===== config.mk =====
export PLATFORM = sky130hd
export DESIGN_NAME = alsc_top
export DESIGN_NICKNAME = d
export VERILOG_FILES = /design/src/design/alsc_pkg.sv /design/src/design/alsc_clkdiv.sv /design/src/design/alsc_count.sv /design/src/design/alsc_top.sv
export SDC_FILE = /design/constraint.sdc
export NUM_CORES = 1
export LEC_CHECK = 0
export BUFFER_PORTS_ARGS = -buffer_cell sky130_fd_sc_hd__buf_2
export CAP_MARGIN = 20
export CORE_MARGIN = 1.5
export CORE_UTILIZATION = 35
export CTS_CLUSTER_SIZE = 40
export DETAILED_ROUTE_END_ITERATION = 10
export PLACE_DENSITY = 0.54
export SETUP_SLACK_MARGIN = 0.2
export SYNTH_ARGS = -nofsm -noshare
export SYNTH_HDL_FRONTEND = slang
export SYNTH_HIERARCHICAL = 1
export SYNTH_SLANG_ARGS = --single-unit

===== constraint.sdc =====
create_clock -name i_mclk -period 3.1 [get_ports i_mclk]
set_input_delay 0.62 -clock i_mclk [delete_from_list [all_inputs] [get_ports i_mclk]]
set_output_delay 0.62 -clock i_mclk [all_outputs]
set_load 0.05 [all_outputs]

===== src/design/alsc_pkg.sv =====
// Package of constants and types for the ambient light ADC configuration
package alsc_pkg;

	// ----------------------------------------------------------------
	// Register offsets
	// ----------------------------------------------------------------
	localparam logic [7:0] OFS_VIS_GAIN  = 8'h11;
	localparam logic [7:0] OFS_VISIBLE_SIGNAL_RANGE = 8'h12;
	localparam logic [7:0] OFS_LED_RECOVERY_PARAM   = 8'h1C;
	localparam logic [7:0] OFS_IR_REC    = 8'h1D;
	localparam logic [7:0] OFS_IR_GAIN   = 8'h1E;
	localparam logic [7:0] OFS_STATUS    = 8'h20;
	localparam logic [7:0] OFS_CONTROL   = 8'h21;

	// ----------------------------------------------------------------
	// Field positions
	// ----------------------------------------------------------------
	localparam int GAIN_LSB     = 0;
	localparam int RANGE_BIT    = 5;
	localparam int REC_LSB      = 4;
	localparam int CTL_VIS_BIT  = 0;
	localparam int CTL_IR_BIT   = 1;
	localparam int STA_BUSY_BIT = 0;
	localparam int STA_INTG_BIT = 1;
	localparam int STA_IR_BIT   = 2;

	// ----------------------------------------------------------------
	// Reset values
	// ----------------------------------------------------------------
	localparam logic [7:0] RST_VIS_GAIN  = 8'h00;
	localparam logic [7:0] RST_VISIBLE_SIGNAL_RANGE = 8'h00;
	localparam logic [7:0] RST_LED_RECOVERY_PARAM   = 8'h00;
	localparam logic [7:0] RST_IR_REC    = 8'h70;
	localparam logic [7:0] RST_IR_GAIN   = 8'h00;

	// ----------------------------------------------------------------
	// Timing
	// ----------------------------------------------------------------
	localparam int CLK_PERIOD_NS = 8;
	localparam int ADC_BASE_NS   = 50;
	localparam int ADC_BASE_CYC  =
		(ADC_BASE_NS + CLK_PERIOD_NS - 1) / CLK_PERIOD_NS;
	localparam logic [8:0] INTEG_ADC_CLKS = 9'h040;
	localparam logic [2:0] VIS_REC_CODE   = 3'h0;

	// ----------------------------------------------------------------
	// Types
	// ----------------------------------------------------------------
	typedef enum logic [1:0] {
		ST_IDLE,
		ST_RECOVER,
		ST_INTEG
	} alsc_state_e;

	typedef struct packed {
		logic [2:0] gain;
		logic       high_range;
		logic [2:0] rec_code;
		logic       ir;
	} alsc_cfg_s;

	// ----------------------------------------------------------------
	// Functions
	// ----------------------------------------------------------------
	// Recovery length in ADC clocks for a three-bit code
	function automatic logic [8:0] rec_len(input logic [2:0] code);
		logic [9:0] v;
		v = 10'h000;
		if (code == 3'h0) begin
			v = 10'h001;
		end else begin
			v = (10'h004 << code) - 10'h001;
		end
		return v[8:0];
	endfunction

	// Main clock cycles in one divided ADC clock
	function automatic logic [9:0] adc_div_cycles(input logic [2:0] gain);
		logic [9:0] b;
		b = 10'(ADC_BASE_CYC);
		return b << gain;
	endfunction

endpackage


===== src/design/alsc_clkdiv.sv =====
// ADC clock divider giving one tick per divided ADC clock
`timescale 1ns/100ps
`default_nettype none

module alsc_clkdiv (
	input  wire logic       i_mclk,
	input  wire logic       i_rst,
	input  wire logic       i_run,
	input  wire logic [2:0] i_gain,
	output logic            o_tick
);

	logic [9:0] cnt_r;
	logic [9:0] cnt_nxt;
	logic       tick_r;
	logic       tick_nxt;
	logic [9:0] lim;

	// Count base period times two to the gain
	always_comb begin
		lim      = alsc_pkg::adc_div_cycles(i_gain) - 10'h001;
		cnt_nxt  = 10'h000;
		tick_nxt = 1'b0;
		if (i_run) begin
			if (cnt_r == lim) begin
				tick_nxt = 1'b1;
			end else begin
				cnt_nxt = cnt_r + 10'h001;
			end
		end
	end

	// Registers
	always_ff @(posedge i_mclk or posedge i_rst) begin
		if (i_rst) begin
			cnt_r  <= 10'h000;
			tick_r <= 1'b0;
		end else begin
			cnt_r  <= cnt_nxt;
			tick_r <= tick_nxt;
		end
	end

	assign o_tick = tick_r;

endmodule

`default_nettype wire


===== src/design/alsc_count.sv =====
// Down counter of ADC clocks for recovery and integration phases
`timescale 1ns/100ps
`default_nettype none

module alsc_count (
	input  wire logic       i_mclk,
	input  wire logic       i_rst,
	input  wire logic       i_load,
	input  wire logic [8:0] i_len,
	input  wire logic       i_tick,
	output logic            o_last
);

	logic [8:0] cnt_r;
	logic [8:0] cnt_nxt;

	// Load wins over a tick in the same cycle
	always_comb begin
		cnt_nxt = cnt_r;
		if (i_load) begin
			cnt_nxt = i_len;
		end else if (i_tick && (cnt_r != 9'h000)) begin
			cnt_nxt = cnt_r - 9'h001;
		end
	end

	// Registers
	always_ff @(posedge i_mclk or posedge i_rst) begin
		if (i_rst) begin
			cnt_r <= 9'h000;
		end else begin
			cnt_r <= cnt_nxt;
		end
	end

	// Final tick of the phase; load is made from this, so it stays out
	assign o_last = i_tick && (cnt_r == 9'h001);

endmodule

`default_nettype wire


===== src/design/alsc_top.sv =====
// Ambient light ADC configuration registers and measurement sequencer
//
// Function
// - Visible integration time scales by two to gain
// - Visible gain codes reach seven, factor 128
// - ADC clock divided by two to gain
// - Range bit five selects high signal range for visible measurements
// - Early revisions: infrared uses visible gain, range
// - Infrared waits recovery period before measuring
// - Recovery codes decode to 1 through 511
// - Infrared recovery field resets to code seven
// - Infrared recovery parameter exists on later revisions
// - Later revisions use separate infrared gain
`timescale 1ns/100ps
`default_nettype none

module alsc_top #(
	parameter bit LATER_REV = 1'b1
) (
	input  wire logic       i_mclk,
	input  wire logic       i_rst,
	input  wire logic [7:0] i_addr,
	input  wire logic [7:0] i_wdata,
	input  wire logic       i_wr,
	input  wire logic       i_rd,
	output logic      [7:0] o_rdata,
	output logic            o_adc_tick,
	output logic            o_busy,
	output logic            o_integrate,
	output logic            o_ir_meas,
	output logic            o_high_range,
	output logic      [2:0] o_gain,
	output logic            o_done
);

	// ----------------------------------------------------------------
	// Parameter registers
	// ----------------------------------------------------------------
	logic [2:0] vis_gain_r;
	logic [2:0] vis_gain_nxt;
	logic       visible_signal_range_r;
	logic       visible_signal_range_nxt;
	logic [7:0] led_recovery_param_r;
	logic [7:0] led_recovery_param_nxt;
	logic [2:0] ir_rec_r;
	logic [2:0] ir_rec_nxt;
	logic [2:0] ir_gain_r;
	logic [2:0] ir_gain_nxt;
	logic [7:0] rdata_r;
	logic [7:0] rdata_nxt;
	logic       start_vis;
	logic       start_ir;

	// Register writes; reserved bits are not stored
	always_comb begin
		vis_gain_nxt  = vis_gain_r;
		visible_signal_range_nxt = visible_signal_range_r;
		led_recovery_param_nxt   = led_recovery_param_r;
		ir_rec_nxt    = ir_rec_r;
		ir_gain_nxt   = ir_gain_r;
		if (i_wr) begin
			case (i_addr)
				alsc_pkg::OFS_VIS_GAIN: begin
					vis_gain_nxt = i_wdata[alsc_pkg::GAIN_LSB +: 3];
				end
				alsc_pkg::OFS_VISIBLE_SIGNAL_RANGE: begin
					visible_signal_range_nxt = i_wdata[alsc_pkg::RANGE_BIT];
				end
				alsc_pkg::OFS_LED_RECOVERY_PARAM: begin
					led_recovery_param_nxt = i_wdata;
				end
				alsc_pkg::OFS_IR_REC: begin
					if (LATER_REV) begin
						ir_rec_nxt = i_wdata[alsc_pkg::REC_LSB +: 3];
					end
				end
				alsc_pkg::OFS_IR_GAIN: begin
					if (LATER_REV) begin
						ir_gain_nxt = i_wdata[alsc_pkg::GAIN_LSB +: 3];
					end
				end
				default: ;
			endcase
		end
	end

	// Start strobes from the control register
	assign start_vis = i_wr && (i_addr == alsc_pkg::OFS_CONTROL) &&
		i_wdata[alsc_pkg::CTL_VIS_BIT];
	assign start_ir  = i_wr && (i_addr == alsc_pkg::OFS_CONTROL) &&
		i_wdata[alsc_pkg::CTL_IR_BIT];

	// Read mux; data stand one cycle after the strobe only
	always_comb begin
		rdata_nxt = 8'h00;
		if (i_rd) begin
			case (i_addr)
				alsc_pkg::OFS_VIS_GAIN: begin
					rdata_nxt[alsc_pkg::GAIN_LSB +: 3] = vis_gain_r;
				end
				alsc_pkg::OFS_VISIBLE_SIGNAL_RANGE: begin
					rdata_nxt[alsc_pkg::RANGE_BIT] = visible_signal_range_r;
				end
				alsc_pkg::OFS_LED_RECOVERY_PARAM: begin
					rdata_nxt = led_recovery_param_r;
				end
				alsc_pkg::OFS_IR_REC: begin
					if (LATER_REV) begin
						rdata_nxt[alsc_pkg::REC_LSB +: 3] = ir_rec_r;
					end
				end
				alsc_pkg::OFS_IR_GAIN: begin
					if (LATER_REV) begin
						rdata_nxt[alsc_pkg::GAIN_LSB +: 3] = ir_gain_r;
					end
				end
				alsc_pkg::OFS_STATUS: begin
					rdata_nxt[alsc_pkg::STA_BUSY_BIT] = o_busy;
					rdata_nxt[alsc_pkg::STA_INTG_BIT] = o_integrate;
					rdata_nxt[alsc_pkg::STA_IR_BIT]   = o_ir_meas;
				end
				default: ;
			endcase
		end
	end

	// Parameter and read data registers
	always_ff @(posedge i_mclk or posedge i_rst) begin
		if (i_rst) begin
			vis_gain_r  <= alsc_pkg::RST_VIS_GAIN[2:0];
			visible_signal_range_r <= alsc_pkg::RST_VISIBLE_SIGNAL_RANGE[alsc_pkg::RANGE_BIT];
			led_recovery_param_r   <= alsc_pkg::RST_LED_RECOVERY_PARAM;
			ir_rec_r    <= alsc_pkg::RST_IR_REC[6:4];
			ir_gain_r   <= alsc_pkg::RST_IR_GAIN[2:0];
			rdata_r     <= 8'h00;
		end else begin
			vis_gain_r  <= vis_gain_nxt;
			visible_signal_range_r <= visible_signal_range_nxt;
			led_recovery_param_r   <= led_recovery_param_nxt;
			ir_rec_r    <= ir_rec_nxt;
			ir_gain_r   <= ir_gain_nxt;
			rdata_r     <= rdata_nxt;
		end
	end

	assign o_rdata = rdata_r;

	// ----------------------------------------------------------------
	// Measurement sequencer
	// ----------------------------------------------------------------
	alsc_pkg::alsc_state_e state_r;
	alsc_pkg::alsc_state_e state_nxt;
	alsc_pkg::alsc_cfg_s   cfg_r;
	alsc_pkg::alsc_cfg_s   cfg_nxt;
	logic                  done_r;
	logic                  done_nxt;
	logic                  load;
	logic [8:0]            len;
	logic                  last;
	logic                  tick;

	// Capture the active settings at start, then walk the phases
	always_comb begin
		state_nxt = state_r;
		cfg_nxt   = cfg_r;
		done_nxt  = 1'b0;
		load      = 1'b0;
		len       = alsc_pkg::INTEG_ADC_CLKS;
		case (state_r)
			alsc_pkg::ST_IDLE: begin
				if (start_vis) begin
					cfg_nxt.gain       = vis_gain_r;
					cfg_nxt.high_range = visible_signal_range_r;
					cfg_nxt.rec_code   = alsc_pkg::VIS_REC_CODE;
					cfg_nxt.ir         = 1'b0;
				end else if (start_ir) begin
					cfg_nxt.ir = 1'b1;
					if (LATER_REV) begin
						cfg_nxt.gain       = ir_gain_r;
						cfg_nxt.high_range = 1'b0;
						cfg_nxt.rec_code   = ir_rec_r;
					end else begin
						cfg_nxt.gain       = vis_gain_r;
						cfg_nxt.high_range = visible_signal_range_r;
						cfg_nxt.rec_code   = alsc_pkg::RST_IR_REC[6:4];
					end
				end
				if (start_vis || start_ir) begin
					state_nxt = alsc_pkg::ST_RECOVER;
					load      = 1'b1;
					len       = alsc_pkg::rec_len(cfg_nxt.rec_code);
				end
			end
			alsc_pkg::ST_RECOVER: begin
				if (last) begin
					state_nxt = alsc_pkg::ST_INTEG;
					load      = 1'b1;
					len       = alsc_pkg::INTEG_ADC_CLKS;
				end
			end
			alsc_pkg::ST_INTEG: begin
				if (last) begin
					state_nxt = alsc_pkg::ST_IDLE;
					done_nxt  = 1'b1;
				end
			end
			default: begin
				state_nxt = alsc_pkg::ST_IDLE;
			end
		endcase
	end

	// Sequencer registers
	always_ff @(posedge i_mclk or posedge i_rst) begin
		if (i_rst) begin
			state_r <= alsc_pkg::ST_IDLE;
			cfg_r   <= '0;
			done_r  <= 1'b0;
		end else begin
			state_r <= state_nxt;
			cfg_r   <= cfg_nxt;
			done_r  <= done_nxt;
		end
	end

	// ADC clock at the active gain
	alsc_clkdiv u_div (
		.i_mclk (i_mclk),
		.i_rst  (i_rst),
		.i_run  (o_busy),
		.i_gain (cfg_r.gain),
		.o_tick (tick)
	);

	// Phase length in ADC clocks
	alsc_count u_cnt (
		.i_mclk   (i_mclk),
		.i_rst    (i_rst),
		.i_load   (load),
		.i_len    (len),
		.i_tick   (tick),
		.o_last   (last)
	);

	// Status outputs
	assign o_busy       = (state_r != alsc_pkg::ST_IDLE);
	assign o_integrate  = (state_r == alsc_pkg::ST_INTEG);
	assign o_ir_meas    = o_busy && cfg_r.ir;
	assign o_high_range = o_busy && cfg_r.high_range;
	assign o_gain       = cfg_r.gain;
	assign o_adc_tick   = tick;
	assign o_done       = done_r;

	// ----------------------------------------------------------------
	// Checks
	// ----------------------------------------------------------------
	logic [9:0] gap_r;
	logic       gap_ok_r;
	logic [8:0] tcnt_r;
	logic       ir_wr_r;
	// Helper counters for tick spacing and phase length
	always_ff @(posedge i_mclk or posedge i_rst) begin
		if (i_rst) begin
			gap_r    <= 10'h000;
			gap_ok_r <= 1'b0;
			tcnt_r   <= 9'h000;
			ir_wr_r  <= 1'b0;
		end else begin
			gap_r    <= tick ? 10'h000 : gap_r + 10'h001;
			gap_ok_r <= o_busy && (gap_ok_r || tick);
			if (load) begin
				tcnt_r <= 9'h000;
			end else if (tick) begin
				tcnt_r <= tcnt_r + 9'h001;
			end
			if (i_wr && (i_addr == alsc_pkg::OFS_IR_REC)) begin
				ir_wr_r <= 1'b1;
			end
		end
	end

	property p_tick_gap;
		@(posedge i_mclk) disable iff (i_rst)
		(tick && gap_ok_r) |->
			(gap_r == alsc_pkg::adc_div_cycles(cfg_r.gain) - 10'h001);
	endproperty
	a_tick_gap: assert property (p_tick_gap)
		else $error("ADC tick spacing wrong for gain");
	property p_integ_len;
		@(posedge i_mclk) disable iff (i_rst)
		(o_integrate && last) |->
			(tcnt_r + 9'h001 == alsc_pkg::INTEG_ADC_CLKS) ##1 o_done;
	endproperty
	a_integ_len: assert property (p_integ_len)
		else $error("Integration length wrong");
	property p_rec_len;
		@(posedge i_mclk) disable iff (i_rst)
		(state_r == alsc_pkg::ST_RECOVER && last) |->
			(tcnt_r + 9'h001 == alsc_pkg::rec_len(cfg_r.rec_code))
			##1 o_integrate;
	endproperty
	a_rec_len: assert property (p_rec_len)
		else $error("Recovery length wrong");
	property p_gain_wr;
		@(posedge i_mclk) disable iff (i_rst)
		(i_wr && i_addr == alsc_pkg::OFS_VIS_GAIN) |=>
			(vis_gain_r == $past(i_wdata[2:0]));
	endproperty
	a_gain_wr: assert property (p_gain_wr)
		else $error("Visible gain not stored");
	property p_visible_signal_range;
		@(posedge i_mclk) disable iff (i_rst)
		(!o_busy && start_vis) |=>
			(o_high_range == $past(visible_signal_range_r)) && !o_ir_meas;
	endproperty
	a_visible_signal_range: assert property (p_visible_signal_range)
		else $error("Visible range not applied");
	property p_ir_cfg;
		@(posedge i_mclk) disable iff (i_rst)
		(!o_busy && start_ir && !start_vis) |=>
			o_ir_meas && (o_gain == (LATER_REV ? $past(ir_gain_r) :
			$past(vis_gain_r))) && (cfg_r.rec_code == (LATER_REV ?
			$past(ir_rec_r) : 3'h7));
	endproperty
	a_ir_cfg: assert property (p_ir_cfg)
		else $error("Infrared settings wrong for revision");
	property p_ir_rst;
		@(posedge i_mclk) disable iff (i_rst)
		!ir_wr_r |-> (ir_rec_r == alsc_pkg::RST_IR_REC[6:4]);
	endproperty
	a_ir_rst: assert property (p_ir_rst)
		else $error("Infrared recovery reset value lost");
	property p_ir_rd;
		@(posedge i_mclk) disable iff (i_rst)
		(i_rd && i_addr == alsc_pkg::OFS_IR_REC) |=>
			(o_rdata == (LATER_REV ? {1'b0, $past(ir_rec_r), 4'h0} :
			8'h00));
	endproperty
	a_ir_rd: assert property (p_ir_rd)
		else $error("Infrared recovery read wrong");

endmodule

`default_nettype wire


==> key figures <==
Yosys
  – Yosys cell types: 73
  – Area leader, netlist: dfrtp_1
  – Synth async-reset ratio: 100%
  – EDFF count, synth: 0
  – Post-Syn Instances: 363
  – Syn_nets: 388
  – Syn avg cell area: 9.65 µm²
  – Post-Synthesis Cell Area: 3500 µm²
  – Sequential element share of the synthesized area: 40.8%
  – Flops & latches, synth: 57
  – Top FF cell, synth: dfrtp_1
  – Ranking of synthesized cells by area: dfrtp_1 (39%), mux2_2 (5.8%), nand2_1 (3.6%), nor2_1 (2.9%), dfstp_2 (2.3%)
  – Yosys warnings: 6
  – Post-synth top area share: 38.6%

Power and ir drop
  – Switching pwr: 0.764 mW
  – Int Power: 1.60 mW
  – Power per Cell Area: 586 nW/µm²
  – Total Power Consumption: 2.37 mW
  – Sw Share: 32.3%
  – Combinational Power Share: 22.2%
  – Power share of the sequential group: 41.7%
  – Worst IR drop on VDD: 206 µV
  – Clock share of power: 36.1%
  – Leak: 1.82 nW

Clocking
  – Htree depth: 3
  – # resized after CTS: 0
  – Root Driver: clkbuf_8
  – Clk pin slew, worst setup/hold paths: 70 ps
  – TritonCTS Buffers: 9
  – CTS tree: yes
  – CTS Buffer Depth: 2
  – Postcts setup bufs: 0
  – CTS Sinks: 57
  – Cts hold-fix bufs: 0
  – Worst skew pair latency: 340 ps

Critical path
  – Worst reg2reg path depth: 9
  – Crit. End Element: flip-flop
  – Most frequent CP cell: and2_1
  – Setup CP Type: reg -> reg
  – Critical path startpoint category: flip-flop
  – Slowest Stage Delay on Critical Path: 440 ps
  – Worst Path Required: 3380 ps
  – Cells along the critical path: and2_1 -> or2_2 -> ha_1 -> nor3b_1 -> a311oi_1 -> a221o_1 -> a2111oi_2 -> buf_4 -> and2_1
  – Buf/Inv on CP: 1
  – CP top delay family: compound AO/OA/AOI/OAI gates
  – Critical path's slowest cell: dfrtp_1
  – Critical path fanouts, max: 11
  – Crit path depth: 9
  – Crit path DAT: 2930 ps

GRT
  – Gr ovfl total: 0
  – Overall Global Routing Usage: 16.4%
  – First-pass GRT wire length: 13500 µm
  – Antenna violations before repair: 0
  – Number of global-route vias before repair: 2764
  – Largest net degree at the start of global routing: 38

Timing
  – Hold slack final: 275 ps
  – Setup tns final: 0 ps
  – Slew HR: 53.7%
  – Clock skew: 10.4 ps
  – Slew Limit Fails: 0
  – Setup Viol. Count Final: 0
  – Hold Vio Cnt, Final: 0
  – Fin crit period: 2650 ps
  – Peak Freq: 377 MHz
  – Unrepaired setup endpoints after global routing: no
  – Fin crit share: 85.6%
  – Worst Tran Pin Value: 684 ps

Placement
  – Post-DP HPWL: 5860 µm
  – IO buf count: 36
  – Placer's final routability congestion estimate: 0.847
  – Dpl cell area: 3790 µm²

Job
  – Total of max-cap violations: 0

Hold path
  – Hold crit path type: in -> async

Floorplan
  – Initial core utilization: 36.0%
  – Chip Width: 103 µm
  – Row cnt: 36
  – Die height: 103 µm
  – # IOs: 37
  – Die area: 10600 µm²
  – Core footprint: 9730 µm²

Finish
  – Final instance area: 4040 µm²
  – Final net count: 425
  – Layout cells sized above 1: 29.9%
  – Area Overhead vs Synth: 15.2%
  – Ant diodes: 0

Route
  – DRT antenna net count: 0
  – DR pass1 iterations: 4
  – Via count: 2807
  – Via density: 5.22
  – Detailed Route Iter0 Violations: 148
  – Final WL: 8050 µm
  – Routed len/inst: 15.0 µm
  – Drc violations: 0

Status
  – Status: completed
-- routing by layer --
metal / track usage [%] / vias up / part of all wire [%] / wire (µm)
met4: 5.51 / 0 / 1.1 / 92
met2: 26.5 / 66 / 46 / 3730
met1: 21.9 / 1360 / 49 / 3950
met3: 3.73 / 6 / 3.5 / 281
li1: - / 1375 / - / -
met5: 0 / - / 0 / 0
-- flip-flops by register name, indices dropped and copies added (netlist names), 3 cells and up --
name and flops:
u_div/cnt_r 10, u_cnt/cnt_r 9, led_recovery_param_r 8, o_rdata 8, cfg_r 5, ir_gain_r 3
ir_rec_r 3, o_gain 3, vis_gain_r 3
-- worst register-to-register path: stages (launching register included) --
cell       delay (ps)
dfrtp_1           440
and2_1            180
or2_2             270
ha_1              270
nor3b_1           210
a311oi_1           80
a221o_1           380
a2111oi_2         350
buf_4             270
and2_1            150
-- metrics by stage --
stage | worst slack (ps) | util [%] | std cells
finish | 445 | 41.5 | 538
global route | 275 | 41.5 | 538
CTS | 444 | 41.5 | 538
detailed placement | 314 | 39.0 | 522
global placement | 360 | 39.0 | 522
floorplan | 423 | - | 363
-- Yosys cell counts (all sizes together), types with 3 or more instances --
| cell type | n |
|---|---|
| a311oi | 4 |
| nand3b | 3 |
| a22oi | 9 |
| nand4 | 6 |
| nor4 | 4 |
| nor4b | 4 |
| dfrtp | 54 |
| mux2 | 18 |
| ha | 5 |
| clkbuf | 8 |
| nand3 | 12 |
| o21ai | 12 |
| inv | 20 |
| o22ai | 3 |
| nor2 | 36 |
| o31ai | 4 |
| a21oi | 14 |
| buf | 11 |
| and3 | 7 |
| xor2 | 6 |
| nand2b | 4 |
| nand2 | 34 |
| xnor2 | 6 |
| nor2b | 9 |
| nor3b | 6 |
| nor3 | 7 |
| dfstp | 3 |
| or2 | 7 |
| and2 | 8 |
| a221o | 3 |
| o211ai | 3 |
-- cells in the final DEF, fill, tap and decap left out, types with 12 or more instances in the layout --
master and instances:
nand2_1 34, a21oi_1 14, dfrtp_1 54, nor2_1 27
nand3_1 12, buf_2 36, inv_1 19, mux2_2 18
-- power by group through the flow --
stage,clock (mW),combinational [mW],sequential (mW)
floorplan,0,0.476,0.917
global placement,0,0.518,0.997
detailed placement,0,0.525,1.00
CTS,0.878,0.528,0.986
global route,0.913,0.601,1.00
finish,0.855,0.525,0.987
-- cell type report --
type | instances | area (µm²)
clock buffer | 9 | 124
clock inverter | 7 | 119
fill | 1031 | 5690
multi-input combinational | 266 | 1870
tap | 133 | 166
timing repair buffer | 45 | 248
sequential | 57 | 1430
inverter | 21 | 78.8
-- path summary, 6_finish.rpt --
path | end | slack, ps | startpoint
max | u_div/o_tick$_DFF_PP0_ | 450 | o_gain[1]$_DFFE_PP0P_
min | u_cnt/cnt_r[0]$_DFFE_PP0P_ | 280 | i_rst
max reg2reg | u_div/o_tick$_DFF_PP0_ | 450 | o_gain[1]$_DFFE_PP0P_
min reg2reg | led_recovery_param_r[4]$_DFFE_PP0P_ | 510 | led_recovery_param_r[4]$_DFFE_PP0P_
max in group asynchronous | ir_rec_r[2]$_DFFE_PP1P_ | 2330 | i_rst
min in group i_mclk | led_recovery_param_r[4]$_DFFE_PP0P_ | 510 | led_recovery_param_r[4]$_DFFE_PP0P_
-- kinds of logic after synthesis --
kind of cell,Yosys count,synth area share (%)
simple gates,156,26.5
flops,57,40.8
compound gates,73,15.7
xor+xnor,12,3.00
mux,20,6.36
fa+ha+maj,5,1.79
buf+inv,40,5.79
(Power assumes the default switching activity.)
